[src/inc/tmo_map.svh]
// constants of the tag memory access block: geometry, layout and status codes
// assumes inclusion by bare name from design files
`ifndef TMO_MAP_SVH
`define TMO_MAP_SVH
`define TMO_USER_PAGES 8
`define TMO_CTRL_BLOCKS 10
`define TMO_BLOCK_BITS 32
`define TMO_BLOCKS_PER_PAGE 4
`define TMO_ID_PAGE 3'h0
`define TMO_SYM_ID 3'h0
`define TMO_MFR_PAGE 3'h2
`define TMO_LOCK_BIT 31
`define TMO_LOCK_BLOCK 2'h3
`define TMO_FMT_BLOCK 2'h3
`define TMO_FMT_LSB 0
`define TMO_ID_MSB_BLOCK 2'h2
`define TMO_ID_MSB_WORD 6'h22
`define TMO_ID_FMT_WORD 6'h23
`define TMO_LAST_WORD 6'h29
`define TMO_WILDCARD 8'h00
`define TMO_ST_OK 8'h00
`define TMO_ST_LOCKED 8'h04
`define TMO_ST_BADADDR 8'h08
`define TMO_PROG_MS 9
`define TMO_OSC_KHZ 40000
`define TMO_PROG_CYC (`TMO_PROG_MS * `TMO_OSC_KHZ)
`endif

[src/inc/tmo_pkg.sv]
// types of the tag memory access block
// assumes nothing beyond the map header
package tmo_pkg;
    typedef enum logic [2:0] {
        TMO_IDLE = 3'b000,
        TMO_READ = 3'b001,
        TMO_PROG = 3'b010,
        TMO_WAIT = 3'b011,
        TMO_DONE = 3'b100
    } tmo_state_t;
    typedef enum logic [1:0] {
        TMO_CMD_READ = 2'b00,
        TMO_CMD_PROG = 2'b01,
        TMO_CMD_ARB = 2'b10,
        TMO_CMD_FAM = 2'b11
    } tmo_cmd_t;
endpackage : tmo_pkg

[src/logic/tmo_mem_access.sv]
// nonvolatile memory access control of the tag: read, block program, lock and selection
// assumes commands arrive decoded and synchronous to mclk_in, one at a time
// How it works
// - array split: 1 Kbit user region, 320 bit control region
// - pages of 128 bits made of four 32 bit blocks, except the manufacturer page of two blocks
// - every accepted program command writes exactly one block; refused ones write none
// - bit 31 of block 3 locks its page against programming
// - reads are always allowed, lock or not
// - manufacturer page writable only before die separation
// - identifier page at control page zero and symbolic address zero
// - default layout: 96 bit identifier plus 8 bit format code
// - identifier msb sits in top byte of block 2
// - format code sits in low byte of block 3
// - family code compare, 00h selects unconditionally
// - short commands address the identifier page implicitly
// - default arbitration starts at format code then identifier
// - arbitration can run on into user pages
// - group selection gates arbitration; read and program are gated by neither selection nor arbitration
// - locked identifier page is fixed forever
// - programming a locked page reports page locked in status byte
`timescale 1ns/1ps
`default_nettype none
`include "tmo_map.svh"
module tmo_mem_access #(
    parameter int PROG_CYCLES = `TMO_PROG_CYC
) (
    input wire logic mclk_in,
    input wire logic arst_n_in,
    input wire logic ce_in,
    input wire logic cmd_valid_in,
    output logic cmd_ready_out,
    input wire logic [1:0] cmd_in,
    input wire logic short_cmd_in,
    input wire logic ctrl_region_in,
    input wire logic [2:0] page_in,
    input wire logic [1:0] block_in,
    input wire logic [31:0] wdata_in,
    input wire logic [7:0] application_family_code_in,
    input wire logic group_selected_in,
    input wire logic sawn_in,
    output logic done_out,
    output logic [31:0] rdata_out,
    output logic [7:0] communication_status_byte_out,
    output logic selected_out,
    output logic arb_valid_out,
    output logic [31:0] arb_word_out,
    output logic prog_busy_out
);
    typedef struct packed {
        tmo_pkg::tmo_state_t st;
        tmo_pkg::tmo_cmd_t cmd;
        logic [5:0] idx;
        logic [31:0] wd;
        logic [31:0] rd;
        logic [7:0] stat;
        logic sel;
        logic arb;
        logic [31:0] arbw;
        logic [5:0] arb_idx;
        logic [23:0] cnt;
        logic done;
    } tmo_regs_t;

    tmo_regs_t q_r;
    tmo_regs_t q_nxt;
    logic [31:0] mem_r [0:41];
    logic rst_s1_r;
    logic rst_n_r;
    logic [5:0] idx_w;
    logic addr_ok_w;
    logic fam_ok_w;
    logic eff_ctrl_w;
    logic [2:0] eff_page_w;
    logic [1:0] eff_block_w;
    logic page_locked_w;
    logic mfr_block_w;
    logic wr_en_w;

    localparam logic [23:0] PROG_LAST = 24'(PROG_CYCLES - 1);

    // reset release through two flops
    always_ff @(posedge mclk_in or negedge arst_n_in) begin
        if (!arst_n_in) begin
            rst_s1_r <= 1'b0;
            rst_n_r <= 1'b0;
        end else begin
            rst_s1_r <= 1'b1;
            rst_n_r <= rst_s1_r;
        end
    end

    // short commands and symbolic address zero both resolve to the identifier page
    always_comb begin
        if (short_cmd_in) begin
            eff_ctrl_w = 1'b1;
            eff_page_w = `TMO_SYM_ID;
        end else begin
            eff_ctrl_w = ctrl_region_in;
            eff_page_w = page_in;
        end
        eff_block_w = block_in;
    end

    tmo_addr_map u_map (
        .ctrl_in(eff_ctrl_w),
        .page_in(eff_page_w),
        .block_in(eff_block_w),
        .index_out(idx_w),
        .valid_out(addr_ok_w)
    );

    // identifier page block 3 holds the family code in bits 15:8 and format code in 7:0
    tmo_family_match u_fam (
        .rx_code_in(application_family_code_in),
        .stored_code_in(mem_r[32 + 3][15:8]),
        .match_out(fam_ok_w)
    );

    // the lock bit of the addressed page is bit 31 of its top block
    always_comb begin
        if ({idx_w[5:2], `TMO_LOCK_BLOCK} > `TMO_LAST_WORD) begin
            // the manufacturer half page has no lock word, so it reads as open
            page_locked_w = 1'b0;
        end else begin
            page_locked_w = mem_r[{idx_w[5:2], `TMO_LOCK_BLOCK}][`TMO_LOCK_BIT];
        end
        mfr_block_w = eff_ctrl_w && (eff_page_w == `TMO_MFR_PAGE);
    end

    always_comb begin
        q_nxt = q_r;
        q_nxt.done = 1'b0;
        case (q_r.st)
            tmo_pkg::TMO_IDLE: begin
                if (cmd_valid_in) begin
                    q_nxt.idx = idx_w;
                    q_nxt.wd = wdata_in;
                    q_nxt.cmd = tmo_pkg::tmo_cmd_t'(cmd_in);
                    if (cmd_in == tmo_pkg::TMO_CMD_FAM) begin
                        q_nxt.sel = fam_ok_w;
                        q_nxt.stat = `TMO_ST_OK;
                        q_nxt.st = tmo_pkg::TMO_DONE;
                    end else if (!addr_ok_w) begin
                        q_nxt.stat = `TMO_ST_BADADDR;
                        q_nxt.st = tmo_pkg::TMO_DONE;
                    end else if (cmd_in == tmo_pkg::TMO_CMD_ARB) begin
                        // arbitration joins only tags picked by a prior group selection
                        q_nxt.arb = group_selected_in;
                        // default start: format code block of the identifier page
                        q_nxt.arb_idx = short_cmd_in ? 6'(32 + 3) : idx_w;
                        q_nxt.stat = `TMO_ST_OK;
                        q_nxt.st = tmo_pkg::TMO_READ;
                    end else if (cmd_in == tmo_pkg::TMO_CMD_READ) begin
                        q_nxt.stat = `TMO_ST_OK;
                        q_nxt.st = tmo_pkg::TMO_READ;
                    end else if (page_locked_w || (mfr_block_w && sawn_in)) begin
                        q_nxt.stat = `TMO_ST_LOCKED;
                        q_nxt.st = tmo_pkg::TMO_DONE;
                    end else begin
                        q_nxt.stat = `TMO_ST_OK;
                        q_nxt.cnt = 24'h000000;
                        q_nxt.st = tmo_pkg::TMO_PROG;
                    end
                end
            end
            tmo_pkg::TMO_READ: begin
                q_nxt.rd = mem_r[q_r.idx];
                if (q_r.cmd == tmo_pkg::TMO_CMD_ARB) begin
                    q_nxt.arbw = mem_r[q_r.arb_idx];
                    // walking downward runs from identifier into user pages 7, 6 ...
                    q_nxt.arb_idx = (q_r.arb_idx == 6'h20) ? 6'h1f : q_r.arb_idx - 6'h01;
                end
                q_nxt.st = tmo_pkg::TMO_DONE;
            end
            tmo_pkg::TMO_PROG: begin
                q_nxt.st = tmo_pkg::TMO_WAIT;
            end
            tmo_pkg::TMO_WAIT: begin
                if (q_r.cnt >= PROG_LAST) begin
                    q_nxt.st = tmo_pkg::TMO_DONE;
                end else begin
                    q_nxt.cnt = q_r.cnt + 24'h000001;
                end
            end
            tmo_pkg::TMO_DONE: begin
                q_nxt.done = 1'b1;
                q_nxt.st = tmo_pkg::TMO_IDLE;
            end
            default: begin
                q_nxt.st = tmo_pkg::TMO_IDLE;
            end
        endcase
    end

    always_ff @(posedge mclk_in or negedge rst_n_r) begin
        if (!rst_n_r) begin
            q_r <= '0;
        end else if (ce_in) begin
            q_r <= q_nxt;
        end
    end

    // one block written per program command
    assign wr_en_w = ce_in && (q_r.st == tmo_pkg::TMO_PROG);

    // nonvolatile array: user words 0..31, control words 32..41
    always_ff @(posedge mclk_in) begin
        if (wr_en_w) begin
            mem_r[q_r.idx] <= q_r.wd;
        end
    end

    assign cmd_ready_out = (q_r.st == tmo_pkg::TMO_IDLE);
    assign done_out = q_r.done;
    assign rdata_out = q_r.rd;
    assign communication_status_byte_out = q_r.stat;
    assign selected_out = q_r.sel;
    assign arb_valid_out = q_r.arb;
    assign arb_word_out = q_r.arbw;
    assign prog_busy_out = (q_r.st == tmo_pkg::TMO_PROG) || (q_r.st == tmo_pkg::TMO_WAIT);

    // id field msb and format code positions within the identifier page
    logic [7:0] id_msb_byte_w;
    logic [7:0] fmt_code_w;
    assign id_msb_byte_w = mem_r[32 + 2][31:24];
    assign fmt_code_w = mem_r[32 + 3][7:0];

    property p_lock_refuse;
        @(posedge mclk_in) disable iff (!rst_n_r)
        (ce_in && q_r.st == tmo_pkg::TMO_IDLE && cmd_valid_in && cmd_in == tmo_pkg::TMO_CMD_PROG
            && addr_ok_w && page_locked_w) |=> (q_r.stat == `TMO_ST_LOCKED && q_r.st != tmo_pkg::TMO_PROG);
    endproperty
    a_lock_refuse: assert property (p_lock_refuse) else $error("locked page programmed");

    property p_read_ok;
        @(posedge mclk_in) disable iff (!rst_n_r)
        (ce_in && q_r.st == tmo_pkg::TMO_IDLE && cmd_valid_in && cmd_in == tmo_pkg::TMO_CMD_READ && addr_ok_w)
            |=> q_r.st == tmo_pkg::TMO_READ && q_r.stat == `TMO_ST_OK;
    endproperty
    a_read_ok: assert property (p_read_ok) else $error("read refused");

    property p_wild;
        @(posedge mclk_in) disable iff (!rst_n_r)
        (ce_in && q_r.st == tmo_pkg::TMO_IDLE && cmd_valid_in && cmd_in == tmo_pkg::TMO_CMD_FAM
            && application_family_code_in == 8'h00) |=> q_r.sel;
    endproperty
    a_wild: assert property (p_wild) else $error("wildcard not selected");

    property p_one_write;
        @(posedge mclk_in) disable iff (!rst_n_r)
        wr_en_w |=> !wr_en_w;
    endproperty
    a_one_write: assert property (p_one_write) else $error("more than one block write");

    property p_mfr;
        @(posedge mclk_in) disable iff (!rst_n_r)
        (ce_in && q_r.st == tmo_pkg::TMO_IDLE && cmd_valid_in && cmd_in == tmo_pkg::TMO_CMD_PROG
            && addr_ok_w && mfr_block_w && sawn_in) |=> q_r.stat == `TMO_ST_LOCKED;
    endproperty
    a_mfr: assert property (p_mfr) else $error("manufacturer page writable after sawing");

    property p_short;
        @(posedge mclk_in) disable iff (!rst_n_r)
        short_cmd_in |-> idx_w[5:2] == 4'h8;
    endproperty
    a_short: assert property (p_short) else $error("short command misses identifier page");

    property p_arb_gate;
        @(posedge mclk_in) disable iff (!rst_n_r)
        (ce_in && q_r.st == tmo_pkg::TMO_IDLE && cmd_valid_in && cmd_in == tmo_pkg::TMO_CMD_ARB && addr_ok_w)
            |=> q_r.arb == $past(group_selected_in);
    endproperty
    a_arb_gate: assert property (p_arb_gate) else $error("arbitration ignores group selection");

    property p_done;
        @(posedge mclk_in) disable iff (!rst_n_r)
        (ce_in && q_r.st == tmo_pkg::TMO_READ) ##1 ce_in |=> q_r.done;
    endproperty
    a_done: assert property (p_done) else $error("read did not complete");

    property p_id_msb;
        @(posedge mclk_in) disable iff (!rst_n_r)
        (ce_in && q_r.st == tmo_pkg::TMO_READ && q_r.cmd == tmo_pkg::TMO_CMD_READ
            && q_r.idx == `TMO_ID_MSB_WORD) |=> q_r.rd[31:24] == $past(id_msb_byte_w);
    endproperty
    a_id_msb: assert property (p_id_msb) else $error("identifier top byte misplaced");

    property p_fmt_arb;
        @(posedge mclk_in) disable iff (!rst_n_r)
        (ce_in && q_r.st == tmo_pkg::TMO_READ && q_r.cmd == tmo_pkg::TMO_CMD_ARB
            && q_r.arb_idx == `TMO_ID_FMT_WORD) |=> q_r.arbw[`TMO_FMT_LSB +: 8] == $past(fmt_code_w);
    endproperty
    a_fmt_arb: assert property (p_fmt_arb) else $error("arbitration does not open with format code");

    property p_bad_addr;
        @(posedge mclk_in) disable iff (!rst_n_r)
        (ce_in && q_r.st == tmo_pkg::TMO_IDLE && cmd_valid_in && cmd_in != tmo_pkg::TMO_CMD_FAM
            && !addr_ok_w) |=> q_r.stat == `TMO_ST_BADADDR && q_r.st == tmo_pkg::TMO_DONE;
    endproperty
    a_bad_addr: assert property (p_bad_addr) else $error("address beyond control region accepted");

    property p_prog_start;
        @(posedge mclk_in) disable iff (!rst_n_r)
        (ce_in && q_r.st == tmo_pkg::TMO_IDLE && cmd_valid_in && cmd_in == tmo_pkg::TMO_CMD_PROG
            && addr_ok_w && !page_locked_w && !(mfr_block_w && sawn_in))
            |=> q_r.st == tmo_pkg::TMO_PROG && q_r.stat == `TMO_ST_OK;
    endproperty
    a_prog_start: assert property (p_prog_start) else $error("open block not programmed");

    property p_prog_wait;
        @(posedge mclk_in) disable iff (!rst_n_r)
        (ce_in && q_r.st == tmo_pkg::TMO_PROG) |=> q_r.st == tmo_pkg::TMO_WAIT && q_r.cnt == 24'h000000;
    endproperty
    a_prog_wait: assert property (p_prog_wait) else $error("program time not started");

    property p_write_lands;
        @(posedge mclk_in) disable iff (!rst_n_r)
        wr_en_w |=> mem_r[$past(q_r.idx)] == $past(q_r.wd);
    endproperty
    a_write_lands: assert property (p_write_lands) else $error("block write lost");

    property p_fam_miss;
        @(posedge mclk_in) disable iff (!rst_n_r)
        (ce_in && q_r.st == tmo_pkg::TMO_IDLE && cmd_valid_in && cmd_in == tmo_pkg::TMO_CMD_FAM
            && application_family_code_in != `TMO_WILDCARD
            && application_family_code_in != mem_r[32 + 3][15:8]) |=> !q_r.sel;
    endproperty
    a_fam_miss: assert property (p_fam_miss) else $error("foreign family code selected");

    property p_sel_hold;
        @(posedge mclk_in) disable iff (!rst_n_r)
        (ce_in && q_r.st == tmo_pkg::TMO_IDLE && cmd_valid_in
            && (cmd_in == tmo_pkg::TMO_CMD_READ || cmd_in == tmo_pkg::TMO_CMD_PROG))
            |=> q_r.arb == $past(q_r.arb) && q_r.sel == $past(q_r.sel);
    endproperty
    a_sel_hold: assert property (p_sel_hold) else $error("read or program changed selection");

    property p_arb_walk;
        @(posedge mclk_in) disable iff (!rst_n_r)
        (ce_in && q_r.st == tmo_pkg::TMO_READ && q_r.cmd == tmo_pkg::TMO_CMD_ARB) |=> q_r.arb_idx == $past(q_r.arb_idx) - 6'h01;
    endproperty
    a_arb_walk: assert property (p_arb_walk) else $error("arbitration pointer did not step down");

    property p_ce_hold;
        @(posedge mclk_in) disable iff (!rst_n_r)
        !ce_in |=> q_r == $past(q_r);
    endproperty
    a_ce_hold: assert property (p_ce_hold) else $error("state moved while enable low");
endmodule : tmo_mem_access
`default_nettype wire

[src/logic/tmo_family_match.sv]
// application family selection compare
// assumes stored code comes from the identifier page
`timescale 1ns/1ps
`default_nettype none
`include "tmo_map.svh"
module tmo_family_match (
    input wire logic [7:0] rx_code_in,
    input wire logic [7:0] stored_code_in,
    output logic match_out
);
    assign match_out = (rx_code_in == `TMO_WILDCARD) || (rx_code_in == stored_code_in);
endmodule : tmo_family_match
`default_nettype wire

[src/logic/tmo_addr_map.sv]
// maps region, page and block to a flat word index
// assumes user pages 0..7 then control pages 0..2 (page 2 half size)
`timescale 1ns/1ps
`default_nettype none
`include "tmo_map.svh"
module tmo_addr_map (
    input wire logic ctrl_in,
    input wire logic [2:0] page_in,
    input wire logic [1:0] block_in,
    output logic [5:0] index_out,
    output logic valid_out
);
    always_comb begin
        index_out = {ctrl_in, 5'h00} + {1'b0, page_in, block_in};
        if (ctrl_in) begin
            valid_out = ({1'b0, page_in, block_in} < 6'(`TMO_CTRL_BLOCKS));
        end else begin
            valid_out = 1'b1;
        end
    end
endmodule : tmo_addr_map
`default_nettype wire

[config.mk]
export PLATFORM = sky130hd
export DESIGN_NAME = tmo_mem_access
export DESIGN_NICKNAME = d
export VERILOG_FILES = /design/src/inc/tmo_pkg.sv /design/src/logic/tmo_mem_access.sv /design/src/logic/tmo_family_match.sv /design/src/logic/tmo_addr_map.sv
export VERILOG_INCLUDE_DIRS = /design/src /design/src/inc
export SDC_FILE = /design/constraint.sdc
export NUM_CORES = 2
export LEC_CHECK = 0
export ABC_AREA = 1
export BUFFER_PORTS_ARGS = -buffer_cell sky130_fd_sc_hd__buf_4
export CAP_MARGIN = 10
export CORE_ASPECT_RATIO = 1.4
export CORE_MARGIN = 2
export CORE_UTILIZATION = 24
export DETAILED_ROUTE_END_ITERATION = 16
export MAX_ROUTING_LAYER = met4
export PLACE_DENSITY_LB_ADDON = 0.08
export SLEW_MARGIN = 40
export SYNTH_ARGS = -nofsm -noshare
export SYNTH_HDL_FRONTEND = slang
export SYNTH_SLANG_ARGS = --single-unit
[constraint.sdc]
create_clock -name mclk_in -period 6 [get_ports mclk_in]
set_input_delay 0.6 -clock mclk_in [delete_from_list [all_inputs] [get_ports mclk_in]]
set_output_delay 0.6 -clock mclk_in [all_outputs]
set_load 0.005 [all_outputs]
Word-level counts from Yosys, hierarchy flattened
Memories as Yosys holds them, arrays and structs flattened. A register that Yosys moved wholly into a read port is not among the register bits. Cells that the tools add are included.

Output and inout port bits: 77. Bits in registers: 86. Memory bits (writable): 1344. Memories kept: 1. Word-level logic and storage cells: 94. Bits of input ports: 55.

Order comparisons: 3. $add $sub $neg: 3. Bitwise gates (word level): 1. Reductions and logical operators: 21. Mux-type cells: 33. Equality and inequality tests: 20.

Memory list: mem_r (depth 42, width 32, rd ports 4, clocked after memory_dff 2, write ports 1, RTL line tmo_mem_access.sv:66) `logic [31:0] mem_r [0:41];`.

Operators by type and width (number): two-way mux 24 bit (4); two-way mux 30 bit (3); case mux 24 bit (2 select lines) (1); two-way mux 43 bit (1); two-way mux 3 bit (10); adder 24 x 1 -> 24 bit, second input constant (1); >= comparator 24 x 19 -> 1 bit, second input constant (1); two-way mux 6 bit (4); != test 2 bit, second input constant (8); case mux 3 bit (4 select lines) (1); case mux 6 bit (2 select lines) (1); equality test 3 x 2 -> 1 bit, second input constant (3); AND reduction 3 bit (3); AND reduction 9 bit (1); equality test 8 bit (1); zero test 8 bit (1); two-way mux 4 bit (2); AND reduction 7 bit (1); adder 6 x 5 -> 6 bit (1); equality test 2 bit, second input constant (3); equality test 6 bit, second input constant (1); greater-than comparator 6 bit, second input constant (1); two-way mux 1 bit (6); AND reduction 6 bit (1); other kinds (14) (21).

Longest topological paths before layout
Depth after elaboration: 12. Mapped depth: 16. Gate-level depth less buffers: 13.

Modules after synthesis
A second synthesis with hierarchy kept.

Cells, all modules: 8389. Area total of the unflattened synthesis: 74462.7 µm².

Modules (own cells, without submodules): tmo_mem_access (area each 74229.9 µm², seq. area each 43962.2 µm², cells each 8338, instances 1); tmo_family_match (area each 171.4 µm², seq. area each 0.0 µm², cells each 41, instances 1); tmo_addr_map (area each 61.3 µm², seq. area each 0.0 µm², cells each 10, instances 1).

Least setup slack after synthesis
Ideal clock, no wire load.

Path kind: input port to flip-flop. From: input ce_in. To: memory mem_r[13][0], enable pin. Path buffers: 0. Arrival time: 2.820 ns. Stages: 4. Required time: 5.579 ns. Setup slack: 2.759 ns. Cells stage by stage: inv_1 > nor3_1 > nand4_1 > nor2_1.

Longest elaborated chain between the ends: 3.

Ends and longest elaborated chain: start: declaration (RTL line tmo_mem_access.sv:29) `input wire logic ce_in,`; logical AND 1 bit (RTL line tmo_mem_access.sv:204) `assign wr_en_w = ce_in && (q_r.st == tmo_pkg::TMO_PROG);`; two-way mux 1 bit (RTL line tmo_mem_access.sv:208) `if (wr_en_w) begin`; two-way mux 1 bit (implied by the code) (RTL line tmo_mem_access.sv:209) `mem_r[q_r.idx] <= q_r.wd;`; end: declaration (RTL line tmo_mem_access.sv:66).

No other way between the ends.

==> impl_metrics.env <==
export IMPL_post_cts_setup_buffers=0
export IMPL_clk_path_buf_depth=4
export IMPL_drt_iter0_drc=6245
export IMPL_reg2regPathDepth=10
export IMPL_die_h_um=658.3
export IMPL_grt_pass1_vias=59420
export IMPL_ios=132
export IMPL_htree_levels=4
export IMPL_syn_avg_cell_area_sq_um=9.240
export IMPL_report_final_slew_viol_count=0
export IMPL_wl_met3_mm=18.49
export IMPL_wl_met2_mm=182.1
export IMPL_worstSetupStartpoint="q_r[26]"
export IMPL_synthArstFlopShare_pct=9.677
export IMPL_max_cap_violations=0
export IMPL_core_area_sq_mm=0.3048
export IMPL_cts_resized=0
export IMPL_period_share_pct=74.10
export IMPL_finalHoldViolCount=0
export IMPL_yosysUniqueCellTypes=52
export IMPL_crit_chain="inv_8, nand2_1, inv_2, buf_4, a22oi_1, nand2_1, a21oi_1, nand3_1, nand3_1, a21oi_1"
export IMPL_rr_endpoint="arb_word_out[21]"
export IMPL_clkTransAtPathRegs_ns=0.06
export IMPL_yosys_warnings=0
export IMPL_slowest_stage="dfrtp_4"
export IMPL_hpwl_mm=217.4
export IMPL_area_growth_pct=15.93
export IMPL_grt_max_degree=179
export IMPL_ant_nets=0
export IMPL_layout_drive_gt1_share_pct=9.225
export IMPL_critical_path_max_fanout=63
export IMPL_drt_wl_total_mm=373.1
export IMPL_avgRoutedWirePerCell_um=30.94
export IMPL_reg2reg_from="q_r[26]"
export IMPL_synth_cells=7942
export IMPL_dr_max_layer_used="met4"
export IMPL_setup_tns_final_ns=0
export IMPL_overflow=0
export IMPL_ys_flop_type="edfxtp_1"
export IMPL_p_leak_nw=32.32
export IMPL_syn_area_sq_mm=0.07339
export IMPL_nNetsFinal=7976
export IMPL_met1_length_mm=158.4
export IMPL_grt_usage_pct=24.13
export IMPL_fmax_mhz=224.9
export IMPL_ys_seq_area_share_pct=59.91
export IMPL_grt_pass1_wl_mm=507.7
export IMPL_fin_crit_ns=4.446
export IMPL_antenna_found_initial=21
export IMPL_path_buf_inv=3
export IMPL_rsz0062_at_grt="false"
export IMPL_crit_cells=10
export IMPL_worst_pin_slew_ns=0.9094
export IMPL_timing_hold_ws_ns=0.08120
export IMPL_io_buffers=125
export IMPL_drtPass1Iterations=9
export IMPL_skew_ns=0.03362
export IMPL_ys_seq_elements=1488
export IMPL_critPathLaunchType="flip-flop"
export IMPL_post_dp_cell_area_sq_mm=0.07902
export IMPL_pwr_density_cell_mw_per_mm2=532.0
export IMPL_ir_worst_vdd_uv=465.7
export IMPL_row_count=240
export IMPL_clock_latency_ns=0.87
export IMPL_vias=60730
export IMPL_outcome="complete, no violations"
export IMPL_critical_path_class="flip-flop to flip-flop"
export IMPL_rrSetupSlack_ns=1.55
export IMPL_cp_top_family="buffers and inverters"
export IMPL_end_kind="flip-flop"
export IMPL_globalplace_congestion=0.8286
export IMPL_clock_tree_root_cell="clkbuf_16"
export IMPL_hold_buffers=35
export IMPL_required_ns=6.77
export IMPL_dieWidth_um=471.3
export IMPL_synth_edf_count=1344
export IMPL_setup_viol=0
export IMPL_dieArea_sq_mm=0.3103
export IMPL_cts_inserted_buffers=178
export IMPL_routed_via_density=5.036
export IMPL_clkSinkCount=1488
export IMPL_fin_area_sq_mm=0.08507
export IMPL_endpoint="arb_word_out[21]"
export IMPL_remaining_drc_errors=0
export IMPL_max_stage_delay_ns=0.70
export IMPL_cts_tree="yes"
export IMPL_slew_headroom_pct=39.37
export IMPL_hp_class="input port to flip-flop"
export IMPL_initial_core_util_pct=24.08
export IMPL_arrival_ns=5.22
worst register-to-register path, cell delays in order (launching register included):
cell     delay [ns]
dfrtp_4        0.70
inv_8          0.61
nand2_1        0.82
inv_2          0.72
buf_4          0.33
a22oi_1        0.09
nand2_1        0.10
a21oi_1        0.06
nand3_1        0.22
nand3_1        0.43
a21oi_1        0.27
registers in the layout (all words and copies together) (netlist names):
signal                         count
communication_status_byte_out      2
done_out                           1
selected_out                       1
rst_s1_r                           1
rst_n_r                            1
q_r                               73
rdata_out                         32
arb_valid_out                      1
arb_word_out                      32
mem_r                           1344
report_power, final:
group	switching, mW	leakage [nW]	internal (mW)
logic	15.4	15.6	4.64
registers	1.09	14.0	13.2
clock network	4.71	2.74	6.22
synth_stat cells, types with 54 or more instances:
cell | count | area, sq um
o21ai_0 | 1038 | 5195
o211ai_1 | 95 | 713.2
a21oi_1 | 691 | 3458
nor2_1 | 417 | 1565
buf_4 | 103 | 773.2
o21ai_1 | 113 | 565.5
buf_1 | 69 | 259.0
nand3_1 | 465 | 2327
nand2_1 | 2017 | 7571
o22ai_1 | 82 | 513.0
dfrtp_1 | 144 | 3603
inv_1 | 708 | 2658
clkbuf_1 | 137 | 514.2
buf_2 | 248 | 1241
a22oi_1 | 54 | 405.4
edfxtp_1 | 1344 | 40360
cells in the final DEF, fill, tap and decap left out, types with 113 or more instances in the layout:
| cell type | synthesis | final |
|---|---|---|
| edfxtp_1 | 1344 | 1344 |
| dfrtp_1 | 144 | 130 |
| nand3_1 | 465 | 463 |
| clkbuf_16 | 0 | 183 |
| buf_4 | 103 | 283 |
| nand2_1 | 2017 | 2015 |
| o21ai_1 | 113 | 113 |
| o21ai_0 | 1038 | 1038 |
| nor2_1 | 417 | 373 |
| a21oi_1 | 691 | 690 |
| inv_1 | 708 | 704 |
worst min path at each step:
stage | endpoint | slack [ns] | cells after the start | start
after floorplan | rst_n_r | 0.30 | 0 | arst_n_in
after global placement | rst_n_r | 0.34 | 0 | rst_s1_r
after detailed placement | q_r[121] | 0.26 | 0 | rst_n_r
after CTS | communication_status_byte_out[2] | 0.04 | 3 | cmd_in[0]
after global routing | done_out | 0.08 | 3 | ce_in
final | communication_status_byte_out[2] | 0.08 | 3 | cmd_in[0]
metal layers:
metal  vias up  GRT usage (%)
met1     30890          30.30
li1      27030              -
met3       596          2.429
met4         0          8.240
met5         -              -
met2      2216          40.48
per-stage QoR:
step	total power, mW	utilization, %	setup slack [ns]	cells
after global placement	34.45	25.81	1.608	11680
final	45.26	27.91	1.554	12060
after CTS	45.48	27.87	1.647	12040
after detailed placement	34.43	25.93	1.662	11690
after floorplan	24.83	-	1.691	7947
after global routing	47.30	27.91	1.624	12050
cells by family after synthesis:
kind of cell / Yosys count / synth area share [%]
xor+xnor: 7 / 0.08355
mux: 1 / 0.01534
buf+inv: 1325 / 8.116
flops: 1488 / 59.91
other cells: 2 / 0.01023
compound gates: 2102 / 15.12
fa+ha+maj: 3 / 0.05115
simple gates: 3014 / 16.70
area by class of cell:
class                           count  area [sq um]
Clock buffer                      242          4941
Sequential cell                  1488         44000
Timing Repair Buffer              385          3770
Fill cell                       32040        219700
Inverter                          731          2790
Multi-Input combinational cell   5134         23910
Clock inverter                     74         634.4
Antenna cell                       11         27.53
Tap cell                         3993          4996
Note: power is estimated with default switching activity, not from simulation.
